--- src/core/pwmflt_pkg.sv ---
`default_nettype none
package pwmflt_pkg;
  localparam int NGEN = 4;
  localparam int NFLT = 4;
  localparam int NIRQ = 6;
  localparam int PER_W = 16;
  // Register map; generator block g sits at GEN_BASE + g * GEN_STRIDE
  localparam logic [11:0] OFS_SENSE = 12'h000;
  localparam logic [11:0] OFS_MOD_ISR = 12'h004;
  localparam logic [11:0] OFS_MOD_IMR = 12'h008;
  localparam logic [11:0] OFS_MOD_MIS = 12'h00C;
  localparam logic [11:0] GEN_BASE = 12'h040;
  localparam logic [11:0] GEN_STRIDE = 12'h040;
  localparam logic [5:0] OFS_G_MODE = 6'h00;
  localparam logic [5:0] OFS_G_FSEL = 6'h04;
  localparam logic [5:0] OFS_G_MINPER = 6'h08;
  localparam logic [5:0] OFS_G_FSTAT = 6'h0C;
  localparam logic [5:0] OFS_G_FCLR = 6'h10;
  localparam logic [5:0] OFS_G_RIS = 6'h14;
  localparam logic [5:0] OFS_G_IEN = 6'h18;
  localparam logic [5:0] OFS_G_MIS = 6'h1C;
  // Mode bit positions
  localparam int MODE_LATCH_BIT = 0;
  localparam int MODE_MINPER_BIT = 1;
  localparam int MODE_EXTSEL_BIT = 2;
  localparam logic [3:0] FSEL_RESET = 4'h1;
  localparam logic [3:0] SENSE_RESET = 4'hF;
  localparam logic [1:0] HTRANS_NONSEQ = 2'h2;
  localparam logic [2:0] HSIZE_WORD = 3'h2;
  typedef struct packed {
    logic ext_sel;
    logic min_per;
    logic latch;
  } pwmflt_mode_s;
  typedef struct packed {
    logic [5:0] word;
    logic [1:0] blk;
    logic gen;
  } pwmflt_addr_s;
endpackage
`default_nettype wire

--- src/core/pwmflt_top.sv ---
// Behaviour
// Software clears chosen latched triggers per generator
// Min period counts clocks, only when enabled
// Hold fault at least programmed cycle count
// Per-input programmable polarity for four inputs
// Status live when unlatched, latched otherwise
// Status bit one means trigger active
// Latched trigger stays until software clears
// Selection mask readable back per generator
// Input zero only unless extended select
// Software programs mask when extended select
// Fault is OR of sense-corrected selected inputs
// Write one clears generator interrupt status
// Single fault group zero of four inputs
// Module fault interrupt from generator fault
// Fault interrupt held during minimum period
// Generator status readable raw and masked
// Generators independent in mask, latch, counter
`default_nettype none
module pwmflt_top #(
  parameter int PER_W = pwmflt_pkg::PER_W
) (
  input wire logic clk_i,                        // Modulation clock
  input wire logic rst_b_i,                      // Sync reset, active low
  input wire logic [3:0] fault_i,                // External fault inputs
  input wire logic [23:0] gen_evt_i,             // Generator events, 6 per generator
  input wire logic hsel_i,                       // AHB select
  input wire logic [11:0] haddr_i,               // AHB address
  input wire logic [1:0] htrans_i,               // AHB transfer type
  input wire logic hwrite_i,                     // AHB write
  input wire logic [2:0] hsize_i,                // AHB size
  input wire logic [31:0] hwdata_i,              // AHB write data
  input wire logic hready_i,                     // AHB ready in
  output logic [31:0] hrdata_o,                  // AHB read data
  output logic hreadyout_o,                      // AHB ready out
  output logic hresp_o,                          // AHB response
  output logic [3:0] gen_fault_o,                // Per-generator fault
  output logic [3:0] gen_irq_o,                  // Per-generator interrupt
  output logic fault_irq_o                       // Module fault interrupt
);
  localparam int NG = pwmflt_pkg::NGEN;
  localparam int NI = pwmflt_pkg::NIRQ;

  // Bus address phase capture
  logic wr_pend_r, wr_pend_nxt, rd_pend_r, rd_pend_nxt;
  logic [11:0] addr_r, addr_nxt;
  logic [31:0] rdata_r, rdata_nxt;
  logic take;
  assign take = hsel_i && hready_i && (htrans_i == pwmflt_pkg::HTRANS_NONSEQ)
                && (hsize_i == pwmflt_pkg::HSIZE_WORD);
  assign hreadyout_o = 1'b1;
  assign hresp_o = 1'b0;
  assign hrdata_o = rdata_r;

  // Register state
  logic [3:0] sense_r, sense_nxt;
  logic [3:0] mod_isr_r, mod_isr_nxt, mod_imr_r, mod_imr_nxt;
  pwmflt_pkg::pwmflt_mode_s mode_r [NG];
  pwmflt_pkg::pwmflt_mode_s mode_nxt [NG];
  logic [3:0] fsel_r [NG];
  logic [3:0] fsel_nxt [NG];
  logic [PER_W-1:0] minper_r [NG];
  logic [PER_W-1:0] minper_nxt [NG];
  logic [3:0] latch_r [NG];
  logic [3:0] latch_nxt [NG];
  logic [PER_W-1:0] cnt_r [NG];
  logic [PER_W-1:0] cnt_nxt [NG];
  logic [NI-1:0] ris_r [NG];
  logic [NI-1:0] ris_nxt [NG];
  logic [NI-1:0] ien_r [NG];
  logic [NI-1:0] ien_nxt [NG];
  logic [3:0] fault_prev_r, fault_prev_nxt;

  // Polarity-corrected inputs
  logic [3:0] act;
  logic [3:0] raw_fault;
  logic [3:0] trig [NG];
  logic [3:0] eff_sel [NG];
  pwmflt_pkg::pwmflt_addr_s wa;
  logic wr_gen;
  logic [1:0] wr_blk;

  // polarity per input
  assign act = ~(fault_i ^ sense_r);
  assign wa = pwmflt_pkg::pwmflt_addr_s'({addr_r[5:0], wr_blk, wr_gen});
  assign wr_gen = (addr_r >= pwmflt_pkg::GEN_BASE)
                  && (addr_r < 12'(pwmflt_pkg::GEN_BASE + NG * pwmflt_pkg::GEN_STRIDE));
  assign wr_blk = 2'((addr_r - pwmflt_pkg::GEN_BASE) >> 6);

  genvar g;
  generate
    for (g = 0; g < NG; g++) begin : gen_g
      // only input zero unless extended select
      assign eff_sel[g] = mode_r[g].ext_sel ? fsel_r[g] : pwmflt_pkg::FSEL_RESET;
      // single group of four inputs
      assign trig[g] = act & eff_sel[g];
      // OR of selected corrected inputs
      assign raw_fault[g] = |trig[g];
      // hold while counter runs
      assign gen_fault_o[g] = raw_fault[g] || (cnt_r[g] != '0);
      assign gen_irq_o[g] = |(ris_r[g] & ien_r[g]);
    end
  endgenerate
  assign fault_irq_o = |(mod_isr_r & mod_imr_r);

  always_comb begin
    logic [31:0] rd;
    logic [5:0] off;
    logic hit;
    rd = 32'h0000_0000;
    off = 6'h00;
    hit = 1'b0;
    wr_pend_nxt = take && hwrite_i;
    rd_pend_nxt = take && !hwrite_i;
    addr_nxt = take ? haddr_i : addr_r;
    sense_nxt = sense_r;
    mod_imr_nxt = mod_imr_r;
    mod_isr_nxt = mod_isr_r;
    fault_prev_nxt = gen_fault_o;
    off = wa.word;
    hit = wa.gen;
    for (int i = 0; i < NG; i++) begin
      mode_nxt[i] = mode_r[i];
      fsel_nxt[i] = fsel_r[i];
      minper_nxt[i] = minper_r[i];
      ien_nxt[i] = ien_r[i];
      latch_nxt[i] = latch_r[i];
      ris_nxt[i] = ris_r[i];
      // counter only when min period enabled
      if (!mode_r[i].min_per) begin
        cnt_nxt[i] = '0;
      // load on assertion, count down
      end else if (raw_fault[i] && !fault_prev_r[i] && cnt_r[i] == '0) begin
        cnt_nxt[i] = minper_r[i];
      end else if (cnt_r[i] != '0) begin
        cnt_nxt[i] = cnt_r[i] - 1'b1;
      end else begin
        cnt_nxt[i] = cnt_r[i];
      end
    end
    // Bus writes
    if (wr_pend_r) begin
      if (!hit) begin
        if (addr_r == pwmflt_pkg::OFS_SENSE) begin
          sense_nxt = hwdata_i[3:0];
        end
        if (addr_r == pwmflt_pkg::OFS_MOD_IMR) begin
          mod_imr_nxt = hwdata_i[3:0];
        end
        if (addr_r == pwmflt_pkg::OFS_MOD_ISR) begin
          mod_isr_nxt = mod_isr_r & ~hwdata_i[3:0];
        end
      end else begin
        unique case (off)
          pwmflt_pkg::OFS_G_MODE: begin
            mode_nxt[wr_blk] = pwmflt_pkg::pwmflt_mode_s'(hwdata_i[2:0]);
          end
          pwmflt_pkg::OFS_G_FSEL: begin
            fsel_nxt[wr_blk] = hwdata_i[3:0];
          end
          pwmflt_pkg::OFS_G_MINPER: begin
            minper_nxt[wr_blk] = hwdata_i[PER_W-1:0];
          end
          // clear chosen latched triggers
          pwmflt_pkg::OFS_G_FCLR: begin
            latch_nxt[wr_blk] = latch_r[wr_blk] & ~hwdata_i[3:0];
          end
          // write one clears
          pwmflt_pkg::OFS_G_RIS: begin
            ris_nxt[wr_blk] = ris_r[wr_blk] & ~hwdata_i[NI-1:0];
          end
          pwmflt_pkg::OFS_G_IEN: begin
            ien_nxt[wr_blk] = hwdata_i[NI-1:0];
          end
          default: begin
          end
        endcase
      end
    end
    // Events set after clears, so a same-cycle event wins
    for (int i = 0; i < NG; i++) begin
      // latch holds until cleared
      // Collects only while latching is on, so enabling it starts clean
      if (mode_r[i].latch) begin
        latch_nxt[i] = latch_nxt[i] | trig[i];
      end else begin
        latch_nxt[i] = 4'h0;
      end
      ris_nxt[i] = ris_nxt[i] | gen_evt_i[i*NI +: NI];
    end
    // R15: module fault status set by generator fault incl. hold, kept until write one clears
    mod_isr_nxt = mod_isr_nxt | gen_fault_o;
    // Reads
    rdata_nxt = rdata_r;
    if (rd_pend_nxt) begin
      off = haddr_i[5:0];
      if (haddr_i >= pwmflt_pkg::GEN_BASE
          && haddr_i < 12'(pwmflt_pkg::GEN_BASE + NG * pwmflt_pkg::GEN_STRIDE)) begin
        unique case (off)
          pwmflt_pkg::OFS_G_MODE: rd = {29'h0, mode_r[2'(haddr_i[7:6] - 2'h1)]};
          // mask readback
          pwmflt_pkg::OFS_G_FSEL: rd = {28'h0, fsel_r[2'(haddr_i[7:6] - 2'h1)]};
          pwmflt_pkg::OFS_G_MINPER: rd = 32'(minper_r[2'(haddr_i[7:6] - 2'h1)]);
          // R6: live or latched, one means active
          pwmflt_pkg::OFS_G_FSTAT: begin
            rd = {28'h0, mode_r[2'(haddr_i[7:6] - 2'h1)].latch
                  ? latch_r[2'(haddr_i[7:6] - 2'h1)] : trig[2'(haddr_i[7:6] - 2'h1)]};
          end
          // raw and masked status
          pwmflt_pkg::OFS_G_RIS: rd = 32'(ris_r[2'(haddr_i[7:6] - 2'h1)]);
          pwmflt_pkg::OFS_G_IEN: rd = 32'(ien_r[2'(haddr_i[7:6] - 2'h1)]);
          pwmflt_pkg::OFS_G_MIS: begin
            rd = 32'(ris_r[2'(haddr_i[7:6] - 2'h1)] & ien_r[2'(haddr_i[7:6] - 2'h1)]);
          end
          default: rd = 32'h0000_0000;
        endcase
      end else begin
        unique case (haddr_i)
          pwmflt_pkg::OFS_SENSE: rd = {28'h0, sense_r};
          pwmflt_pkg::OFS_MOD_ISR: rd = {28'h0, mod_isr_r};
          pwmflt_pkg::OFS_MOD_IMR: rd = {28'h0, mod_imr_r};
          pwmflt_pkg::OFS_MOD_MIS: rd = {28'h0, mod_isr_r & mod_imr_r};
          default: rd = 32'h0000_0000;
        endcase
      end
      rdata_nxt = rd;
    end
  end

  // independent state per generator
  always_ff @(posedge clk_i) begin
    if (!rst_b_i) begin
      wr_pend_r <= 1'b0;
      rd_pend_r <= 1'b0;
      addr_r <= 12'h000;
      rdata_r <= 32'h0000_0000;
      sense_r <= pwmflt_pkg::SENSE_RESET;
      mod_isr_r <= 4'h0;
      mod_imr_r <= 4'h0;
      fault_prev_r <= 4'h0;
      for (int i = 0; i < NG; i++) begin
        mode_r[i] <= '0;
        fsel_r[i] <= pwmflt_pkg::FSEL_RESET;
        minper_r[i] <= '0;
        latch_r[i] <= 4'h0;
        cnt_r[i] <= '0;
        ris_r[i] <= '0;
        ien_r[i] <= '0;
      end
    end else begin
      wr_pend_r <= wr_pend_nxt;
      rd_pend_r <= rd_pend_nxt;
      addr_r <= addr_nxt;
      rdata_r <= rdata_nxt;
      sense_r <= sense_nxt;
      mod_isr_r <= mod_isr_nxt;
      mod_imr_r <= mod_imr_nxt;
      fault_prev_r <= fault_prev_nxt;
      for (int i = 0; i < NG; i++) begin
        mode_r[i] <= mode_nxt[i];
        fsel_r[i] <= fsel_nxt[i];
        minper_r[i] <= minper_nxt[i];
        latch_r[i] <= latch_nxt[i];
        cnt_r[i] <= cnt_nxt[i];
        ris_r[i] <= ris_nxt[i];
        ien_r[i] <= ien_nxt[i];
      end
    end
  end
endmodule
`default_nettype wire

--- config.mk ---
export PLATFORM = sky130hd
export DESIGN_NAME = pwmflt_top
export DESIGN_NICKNAME = d
export VERILOG_FILES = /design/src/core/pwmflt_pkg.sv /design/src/core/pwmflt_top.sv
export SDC_FILE = /design/constraint.sdc
export NUM_CORES = 1
export LEC_CHECK = 0
export BUFFER_PORTS_ARGS = -buffer_cell sky130_fd_sc_hd__buf_2
export CORE_MARGIN = 5
export CORE_UTILIZATION = 29
export CTS_BUF_LIST = sky130_fd_sc_hd__clkbuf_8
export DETAILED_ROUTE_END_ITERATION = 12
export GPL_TIMING_DRIVEN = 0
export SLEW_MARGIN = 20
export SYNTH_ARGS = -nofsm -noshare
export SYNTH_HDL_FRONTEND = slang
export SYNTH_SLANG_ARGS = --single-unit
--- constraint.sdc ---
create_clock -name clk_i -period 3.35 [get_ports clk_i]
set_input_delay 0.5025 -clock clk_i [delete_from_list [all_inputs] [get_ports clk_i]]
set_output_delay 0.5025 -clock clk_i [all_outputs]
set_load 0.02 [all_outputs]
==> results.yml, run 1 <==
outcome:
  status: "finished clean"
route:
  avgRoutedWirePerCell_um: 20.58
  wirelength_mm: 46.58
  drtAntennaViolNets: 0
  num_vias: 12036
  drtIter0Drc: 1108
  drtPass1Iterations: 6
  post-route-drc-count: 0
  vias_per_cell: 5.319
sta:
  period_needed_ps: 3314
  worst_pin_slew_ps: 1103
  rsz0062_at_grt: "no"
  clock_skew_ps: 28.54
  fin_ws_ps: 35.80
  post-route-period-util: 0.9893
  final.setup.tns_ps: 0
  slew_headroom: 0.2597
  hold_viol_final: 0
  setup_viol: 0
  final_max_slew_viol_count: 0
  fmax_mhz: 301.7
clock_network:
  numCtsBuffers: 45
  path_clk_slew_ps: 60
  cts_buffer_depth: 3
  cts_sinks: 265
  tritoncts: "built"
  clock-root-buffer: "clkbuf_8"
  h-tree-depth: 2
  worstSkewPairLatency_ps: 590
final_layout:
  fin_area_um2: 16430
  area_delta_synth_final_pct: 17.43
  fillers: 4841
  nNetsFinal: 1709
  multi_input_area_um2: 8320
  seqCellArea_um2: 5305
  drive_above_1_share: 0.1841
power_and_ir_drop:
  power.density_nw_per_um2: 422.5
  ir_worst_vdd_v: 0.0001777
  p_leak_uw: 0.006419
floorplanning:
  fp.coreArea_um2: 47750
  num_io_pins: 125
  rows: 80
  die_w_um: 229.6
  die_h_um: 229.6
  dieArea_um2: 52730
  initial_core_util: 0.2930
logic_synthesis:
  ys.flop_type: "dfxtp_1"
  synth-async-reset-ratio: 0
  ys_types: 69
  ys_ff_latch: 265
  yosysTopAreaCellShare: 0.3792
  ys_seq_area_frac: 0.3792
  synthesis.area_um2: 13990
  synth-simple-area-share: 0.2148
  synth_compound_area_frac: 0.1177
  synth_fa_ha_area_frac: 0.01431
  syn_inst: 1463
  ys_warn_count: 0
  synth_top_family_by_area: "simple AND/OR/NAND/NOR gates"
  synth.avg_cell_area_um2: 9.562
  synth_edf_count: 0
  yosys.area.top_type: "dfxtp_1"
  synth_mux_area_frac: 0.2079
  synthXorXnorAreaFrac: 0.02567
  synth_area_leaders: "dfxtp_1 (38%), mux2i_1 (11%), mux4_2 (7.9%), nor2b_1 (6.2%), nand3_1 (3.0%)"
global_route:
  grt_max_degree: 12
  overflow: 0
  grt_first_pass_wirelength_mm: 70.99
  track_usage: 0.1697
  antenna_found_initial: 0
  grt_pass1_vias: 12028
critical_path:
  worstPathRequired_ps: 3810
  critPathMaxFanout: 10
  rr_endpoint: "cnt_r[0][8]"
  worstSetupPathType: "primary input to register"
  r2r_slack_ps: 80
  reg2reg_from: "sense_r[3]"
  critPathArrivalTime_ps: 3770
  rr_worst_depth: 6
  end_kind: "register"
  critPathLaunchType: "primary input"
hold_path:
  min_from: "gen_evt_i[23]"
  hp-class: "primary input to register"
  hold_path_end: "ris_r[3][5]"
  hold_depth: 2
placement:
  dp_hpwl_mm: 35.58
  io_buffers: 85
  place_ws_ps: -1574
  post_dp_cell_area_um2: 15250
  place.gp.congestion: 0.9415
job:
  maxCapViolCount: 0
-- registers in the layout, summed over array words and instances (netlist names), 12 cells and up --
register and flops:
ris_r 24, minper_r 64, fsel_r 16, latch_r 16
ien_r 24, addr_r 12, hrdata_o 16, mode_r 12
cnt_r 64
-- placed cells by master (no fill, tap or decap), drive strengths merged, types with 17 or more instances in the layout --
cell type	synthesis	final
nor2b	139	139
inv	21	32
and2	17	17
nand3	85	85
o21ai	21	21
conb	2	18
nand2	98	98
nand2b	20	20
buf	30	114
a21boi	21	21
mux2	26	26
clkbuf	74	140
nor3	41	41
xnor2	26	26
mux2i	151	151
a22oi	27	27
o21a	29	29
dfxtp	265	265
mux4	49	49
nor2	47	47
a21oi	66	66
-- critical path, cell delays in order --
cell,delay (ps)
buf_2,160
clkbuf_4,330
clkbuf_2,370
inv_1,180
ha_1,360
clkbuf_2,260
clkbuf_4,350
mux4_2,410
a22oi_1,250
a21oi_1,90
o31ai_1,370
a21oi_1,130
-- final cells by class --
class                           instances  area share
Timing Repair Buffer                   86     0.02635
Antenna cell                            2   0.0003046
Clock buffer                           65     0.05446
Sequential cell                       265      0.3229
Inverter                               22    0.005027
Multi-Input combinational cell       1088      0.5065
Clock inverter                         17    0.007692
Buffer                                103     0.02993
Tap cell                              615     0.04684
-- per-stage QoR --
step                      utilization  cells  total power, uW  hold slack, ps
after global routing           0.3440   2261             7153           104.8
after detailed placement       0.3194   2179             3751           457.8
after CTS                      0.3422   2261             6981           95.84
after floorplan                     -   1479             3553           440.5
after global placement         0.3193   2179             3744           454.6
final                          0.3441   2263             6941           121.1
-- logic make-up (layout without fill, tap and decap cells) --
kind of cell    Yosys count  in the layout
compound gates          245            245
xor+xnor                 41             41
fa+ha+maj                16             16
buf+inv                 126            293
flops                   265            265
mux                     226            226
other cells               2             20
simple gates            542            542
-- how the worst max path moves through the flow --
| stage | startpoint | to | slack (ps) | depth (start not counted) |
|---|---|---|---|---|
| floorplan | haddr_i[6] | hrdata_o[0] | 160 | 11 |
| global placement | haddr_i[6] | hrdata_o[1] | -1520 | 11 |
| detailed placement | haddr_i[6] | hrdata_o[1] | -1570 | 11 |
| CTS | addr_r[6] | minper_r[0][13] | 20 | 10 |
| global route | haddr_i[6] | hrdata_o[2] | 5 | 12 |
| finish | haddr_i[6] | hrdata_o[2] | 40 | 12 |
-- synth_stat cells (all sizes together) (7+ instances only) --
master    n
and3     11
xnor2    26
nor4     16
mux2     26
nor2     47
nand4     8
a22oi    27
clkbuf   74
inv      21
o22ai    11
dfxtp   265
ha       16
or4      10
nor2b   139
a21boi   21
mux4     49
nand3    85
mux2i   151
a31oi    12
or3      15
nor3     41
a21oi    66
xor2     15
a32oi     8
buf      30
a211oi   11
and2     17
nor3b     7
o21ai    21
nand2    98
o21a     29
o31ai     8
nand2b   20
-- report_power, final --
part	total (uW)	internal, uW	switching, uW
clock	3250	1870	1380
combinational	487	186	301
sequential	3210	3180	28.1
total	6940	5230	1710
-- metal layers --
| metal | part of all wire | global-route usage |
|---|---|---|
| met5 | 0 | 0 |
| met4 | 0.026 | 0.05225 |
| met3 | 0.069 | 0.03010 |
| met2 | 0.46 | 0.2791 |
| met1 | 0.44 | 0.2278 |
-- timing repair --
action                     4_1_cts  5_1_grt
pin swaps                        0        1
setup endpoints to repair      122       88
gates resized for setup         21       20
buffers inserted                 0        1
hold buffers                     0        0
Power figures use the tool's default switching activity.
==> inputs of run 2 (changes only) <==
--- a/config.mk
+++ b/config.mk
@@ -10,7 +10,7 @@
 export CORE_UTILIZATION = 29
 export CTS_BUF_LIST = sky130_fd_sc_hd__clkbuf_8
 export DETAILED_ROUTE_END_ITERATION = 12
-export GPL_TIMING_DRIVEN = 0
+export GPL_TIMING_DRIVEN = 1
 export SLEW_MARGIN = 20
 export SYNTH_ARGS = -nofsm -noshare
 export SYNTH_HDL_FRONTEND = slang
==> run 2 against run 1 <==
  * Routed wire length shrank 11%
  * Combinational power is 13% lower
  * Clock skew fell by 10 ps
  * Worst hold slack improved by 14 ps
  * Non-clock buffer count shrank 58
  * Via count is 4.2% lower
  * Register-to-register slack better by 530 ps
  * First-iteration DRC count shrank 11%
  * Die area stayed put
  * Highest routed layer is now met5
==> results.yml, run 2 (synthesized netlist as in run 1, its figures left out) <==
global_route:
  overflow: 0
  track_usage: 0.1517
  grt_max_degree: 86
  grt_first_pass_wirelength_mm: 64.94
  antenna_found_initial: 2
  grt_pass1_vias: 11428
route:
  avgRoutedWirePerCell_um: 18.81
  post-route-drc-count: 0
  drtPass1Iterations: 5
  vias_per_cell: 5.249
  drtAntennaViolNets: 0
  drtIter0Drc: 981
  num_vias: 11533
  wirelength_mm: 41.34
final_layout:
  nNetsFinal: 1649
  area_delta_synth_final_pct: 14.81
  final_common_cell: "dfxtp_1"
  seqCellArea_um2: 5305
  reg_top3: "cnt_r: 64 flops, minper_r: 64 flops"
  fin_area_um2: 16060
  layout_common_cells: "dfxtp_1 (265), mux2i_1 (151), nor2b_1 (139)"
  fillers: 4830
  finalNonFillerCells: 2197
  multi_input_area_um2: 8208
  drive_above_1_share: 0.1823
floorplanning:
  die_h_um: 229.6
  num_io_pins: 125
  fp.coreArea_um2: 47750
  dieArea_um2: 52730
  die_w_um: 229.6
  rows: 80
  initial_core_util: 0.2930
power_and_ir_drop:
  power.density_nw_per_um2: 410.3
  p_leak_uw: 0.006264
  ir_worst_vdd_v: 0.0001826
sta:
  worst_pin_slew_ps: 1085
  post-route-period-util: 0.9314
  final_max_slew_viol_count: 0
  clock_skew_ps: 18.17
  final.setup.tns_ps: 0
  hold_viol_final: 0
  fmax_mhz: 320.5
  setup_viol: 0
  rsz0062_at_grt: "no"
  period_needed_ps: 3120
  slew_headroom: 0.2748
critical_path:
  critPathLaunchType: "register"
  critPathArrivalTime_ps: 2620
  critPathMaxFanout: 7
  worstSetupPathType: "register to output pin"
  worstPathRequired_ps: 2850
  end_kind: "output pin"
placement:
  post_dp_cell_area_um2: 15160
  dp.cells: 2121
  dp_hpwl_mm: 30.10
  place.gp.congestion: 0.9105
  io_buffers: 90
clock_network:
  worstSkewPairLatency_ps: 580
  clock-root-buffer: "clkbuf_8"
  h-tree-depth: 2
  tritoncts: "built"
  cts_sinks: 265
  cts_hold_buf: 0
  numCtsBuffers: 43
  path_clk_slew_ps: 60
  cts_buffer_depth: 3
outcome:
  status: "finished clean"
job:
  maxCapViolCount: 0
hold_path:
  hp-class: "primary input to register"
run 2: cell types whose count changed in the layout (fill, tap and decap cells not counted), moves of 3 or more:
cell	delta
a2111oi_0	+3
a2111oi_2	-3
buf_12	+3
buf_2	-3
buf_4	+20
clkbuf_1	-64
clkbuf_2	-8
clkbuf_4	-3
clkbuf_8	-10
nor3_1	+8
nor3_2	-6
run 2: routing by layer:
layer | GRT usage | wire (um)
met1 | 0.2022 | 18370
met2 | 0.2469 | 19060
met3 | 0.03109 | 2751
met4 | 0.04943 | 1153
met5 | 0 | 7
run 2: layout make-up:
| class | count | area share |
|---|---|---|
| tap | 615 | 0.04791 |
| multi-input combinational | 1088 | 0.5110 |
| clock buffer | 55 | 0.04713 |
| timing repair buffer | 131 | 0.04970 |
| antenna | 2 | 0.0003116 |
| inverter | 22 | 0.005141 |
| clock inverter | 19 | 0.008491 |
| sequential | 265 | 0.3303 |
run 2: stage by stage:
step                worst slack (ps)  hold slack (ps)  total power, uW    util
finish                         229.8            134.9             6590  0.3364
global route                   85.33            108.8             6825  0.3364
CTS                            68.90            101.3             6658  0.3362
detailed placement             305.2            457.3             3701  0.3175
global placement               356.9            452.0             3694  0.3175
floorplan                      160.7            440.5             3553       -
run 2: report_power, final:
| part | internal (uW) | switching (uW) |
|---|---|---|
| Combinational | 176 | 249 |
| Sequential | 3180 | 28.7 |
| Clock | 1620 | 1330 |
run 2: path summary, 6_finish.rpt:
| kind | startpoint | cells after the start | endpoint | slack [ps] |
|---|---|---|---|---|
| worst min register to register | hrdata_o[13] | 2 | hrdata_o[13] | 460 |
| worst max-delay path | cnt_r[2][2] | 5 | gen_fault_o[2] | 230 |
| worst max register to register | addr_r[7] | 7 | fsel_r[1][0] | 610 |
| worst min-delay path | gen_evt_i[20] | 2 | ris_r[3][2] | 130 |
run 2: critical path: stages, from the launching register on:
cell and delay [ps]:
dfxtp_1 350, or4_4 600, or3_4 430, nor2_2 210
nand3_1 180, buf_2 250
run 2: timing repair:
item / CTS / global route
pin swaps: 0 / 0
endpoints found under the setup margin: 1 / 1
resized for setup: 1 / 1
setup buffers: 0 / 0
==> inputs of run 3 (changes only) <==
--- a/config.mk
+++ b/config.mk
@@ -9,6 +9,7 @@
 export CORE_MARGIN = 5
 export CORE_UTILIZATION = 29
 export CTS_BUF_LIST = sky130_fd_sc_hd__clkbuf_8
+export CTS_CLUSTER_SIZE = 14
 export DETAILED_ROUTE_END_ITERATION = 12
 export GPL_TIMING_DRIVEN = 1
 export SLEW_MARGIN = 20
==> constraint.sdc (replaced) <==
create_clock -name clk_i -period 3.1 [get_ports clk_i]
set_input_delay 0.465 -clock clk_i [delete_from_list [all_inputs] [get_ports clk_i]]
set_output_delay 0.465 -clock clk_i [all_outputs]
set_load 0.02 [all_outputs]
==> run 3 against run 2 <==
  * Critical path depth stayed put
  * Critical path type unchanged
  * Cell area rose by 0.47%
  * Die area unchanged
  * Critical endpoint unchanged
  * Setup slack lost 120 ps
==> results.yml, run 3 (synthesized netlist as in run 1, its figures left out) <==
final_layout:
  nNetsFinal: 1662
  fillers: 4886
  multi_input_area_um2: 8218
  reg_top3: "cnt_r: 64 flops, minper_r: 64 flops"
  finalNonFillerCells: 2210
  seqCellArea_um2: 5305
  layout_common_cells: "dfxtp_1 (265), mux2i_1 (151), nor2b_1 (139)"
  drive_above_1_share: 0.1920
  area_delta_synth_final_pct: 15.35
  final_common_cell: "dfxtp_1"
critical_path:
  worstPathRequired_ps: 2630
  end_kind: "output pin"
  reg2reg_from: "addr_r[7]"
  rr_worst_depth: 7
  critPathLaunchType: "register"
  critPathArrivalTime_ps: 2530
  critPathMaxFanout: 7
  rr_endpoint: "ien_r[2][4]"
  worstSetupPathType: "register to output pin"
  r2r_slack_ps: 580
sta:
  post-route-period-util: 0.9648
  fmax_mhz: 334.3
  final_max_slew_viol_count: 0
  clock_skew_ps: 23.41
  setup_viol: 0
  period_needed_ps: 2991
  worst_pin_slew_ps: 822.8
  rsz0062_at_grt: "no"
  final.setup.tns_ps: 0
  slew_headroom: 0.4511
  hold_viol_final: 0
power_and_ir_drop:
  ir_worst_vdd_v: 0.0001807
  p_leak_uw: 0.006321
  total_power_uw: 7039
  power.density_nw_per_um2: 436.2
route:
  vias_per_cell: 5.215
  avgRoutedWirePerCell_um: 18.90
  drtAntennaViolNets: 0
  drtIter0Drc: 907
  wirelength_mm: 41.76
  post-route-drc-count: 0
  drtPass1Iterations: 5
  num_vias: 11526
clock_network:
  cts_sinks: 265
  tritoncts: "built"
  cts_buffer_depth: 3
  numCtsBuffers: 44
  h-tree-depth: 2
  clock-root-buffer: "clkbuf_8"
  cts_setup_buffers: 0
  path_clk_slew_ps: 60
  worstSkewPairLatency_ps: 580
floorplanning:
  rows: 80
  fp.coreArea_um2: 47750
  num_io_pins: 125
  dieArea_um2: 52730
  die_w_um: 229.6
  initial_core_util: 0.2930
  die_h_um: 229.6
hold_path:
  min_from: "gen_evt_i[20]"
  hold_path_end: "ris_r[3][2]"
  hp-class: "primary input to register"
  hold_depth: 2
placement:
  dp.cells: 2133
  io_buffers: 90
  place.gp.congestion: 0.9288
  dp_hpwl_mm: 30.74
global_route:
  track_usage: 0.1529
  grt_pass1_vias: 11154
  antenna_found_initial: 1
  grt_max_degree: 52
  overflow: 0
  grt_first_pass_wirelength_mm: 64.83
outcome:
  status: "finished clean"
job:
  maxCapViolCount: 0
## run 3: cell count changes in the layout (fill, tap and decap cells not counted), moves of 2 or more
cell and delta:
buf_4 +14, clkinv_2 +5, clkbuf_8 +3, inv_1 -3, bufinv_16 -2
## run 3: worst max-delay path by stage
| stage | startpoint | end | slack (ps) |
|---|---|---|---|
| after floorplan | haddr_i[6] | hrdata_o[3] | 30 |
| after global placement | haddr_i[6] | hrdata_o[2] | 270 |
| after detailed placement | haddr_i[6] | hrdata_o[2] | 220 |
| after CTS | cnt_r[2][2] | gen_fault_o[2] | 0.4 |
| after global routing | cnt_r[2][11] | gen_fault_o[2] | 20 |
| final | cnt_r[2][2] | gen_fault_o[2] | 110 |
## run 3: per-stage QoR
stage	hold WS (ps)	setup WS [ps]	instance area [um2]	utilization
2_1_floorplan	440.5	28.57	14050	-
3_3_place_gp	452.2	267.5	15230	0.3191
3_5_place_dp	459.2	220.8	15230	0.3191
4_1_cts	63.59	0.4314	16120	0.3377
5_1_grt	81.13	19.94	16140	0.3380
6_report	101.9	109.0	16140	0.3380
## run 3: area by class of cell
class	instances	share of cell area
diodes	1	0.0001551
clock buffers	58	0.04947
clock inverters	18	0.005117
inverters	22	0.005117
multi-input cells	1088	0.5093
flip-flops and latches	265	0.3288
well taps	615	0.04769
repair buffers	143	0.05443
## run 3: power breakdown
part	switching, uW	total, uW	internal, uW
Combinational	269	468	199
Sequential	33.0	3470	3440
Clock	1430	3100	1670
## run 3: per-layer routing
layer | GRT usage | part of all wire | routed length [um]
met5 | 0 | 0 | 0
met4 | 0.04698 | 0.022 | 918
met3 | 0.03158 | 0.066 | 2756
met2 | 0.2433 | 0.46 | 19240
met1 | 0.2093 | 0.45 | 18850
## run 3: critical path, cell delays in order, from the launching register on
cell and delay, ps:
dfxtp_1 360, or4_4 600, or3_4 430, nor2_4 170, nand3_2 140, buf_4 230
## run 3: timing repair
action	CTS	global route
hold buffers	0	0
setup endpoints to repair	1	1
resized for setup	3	2
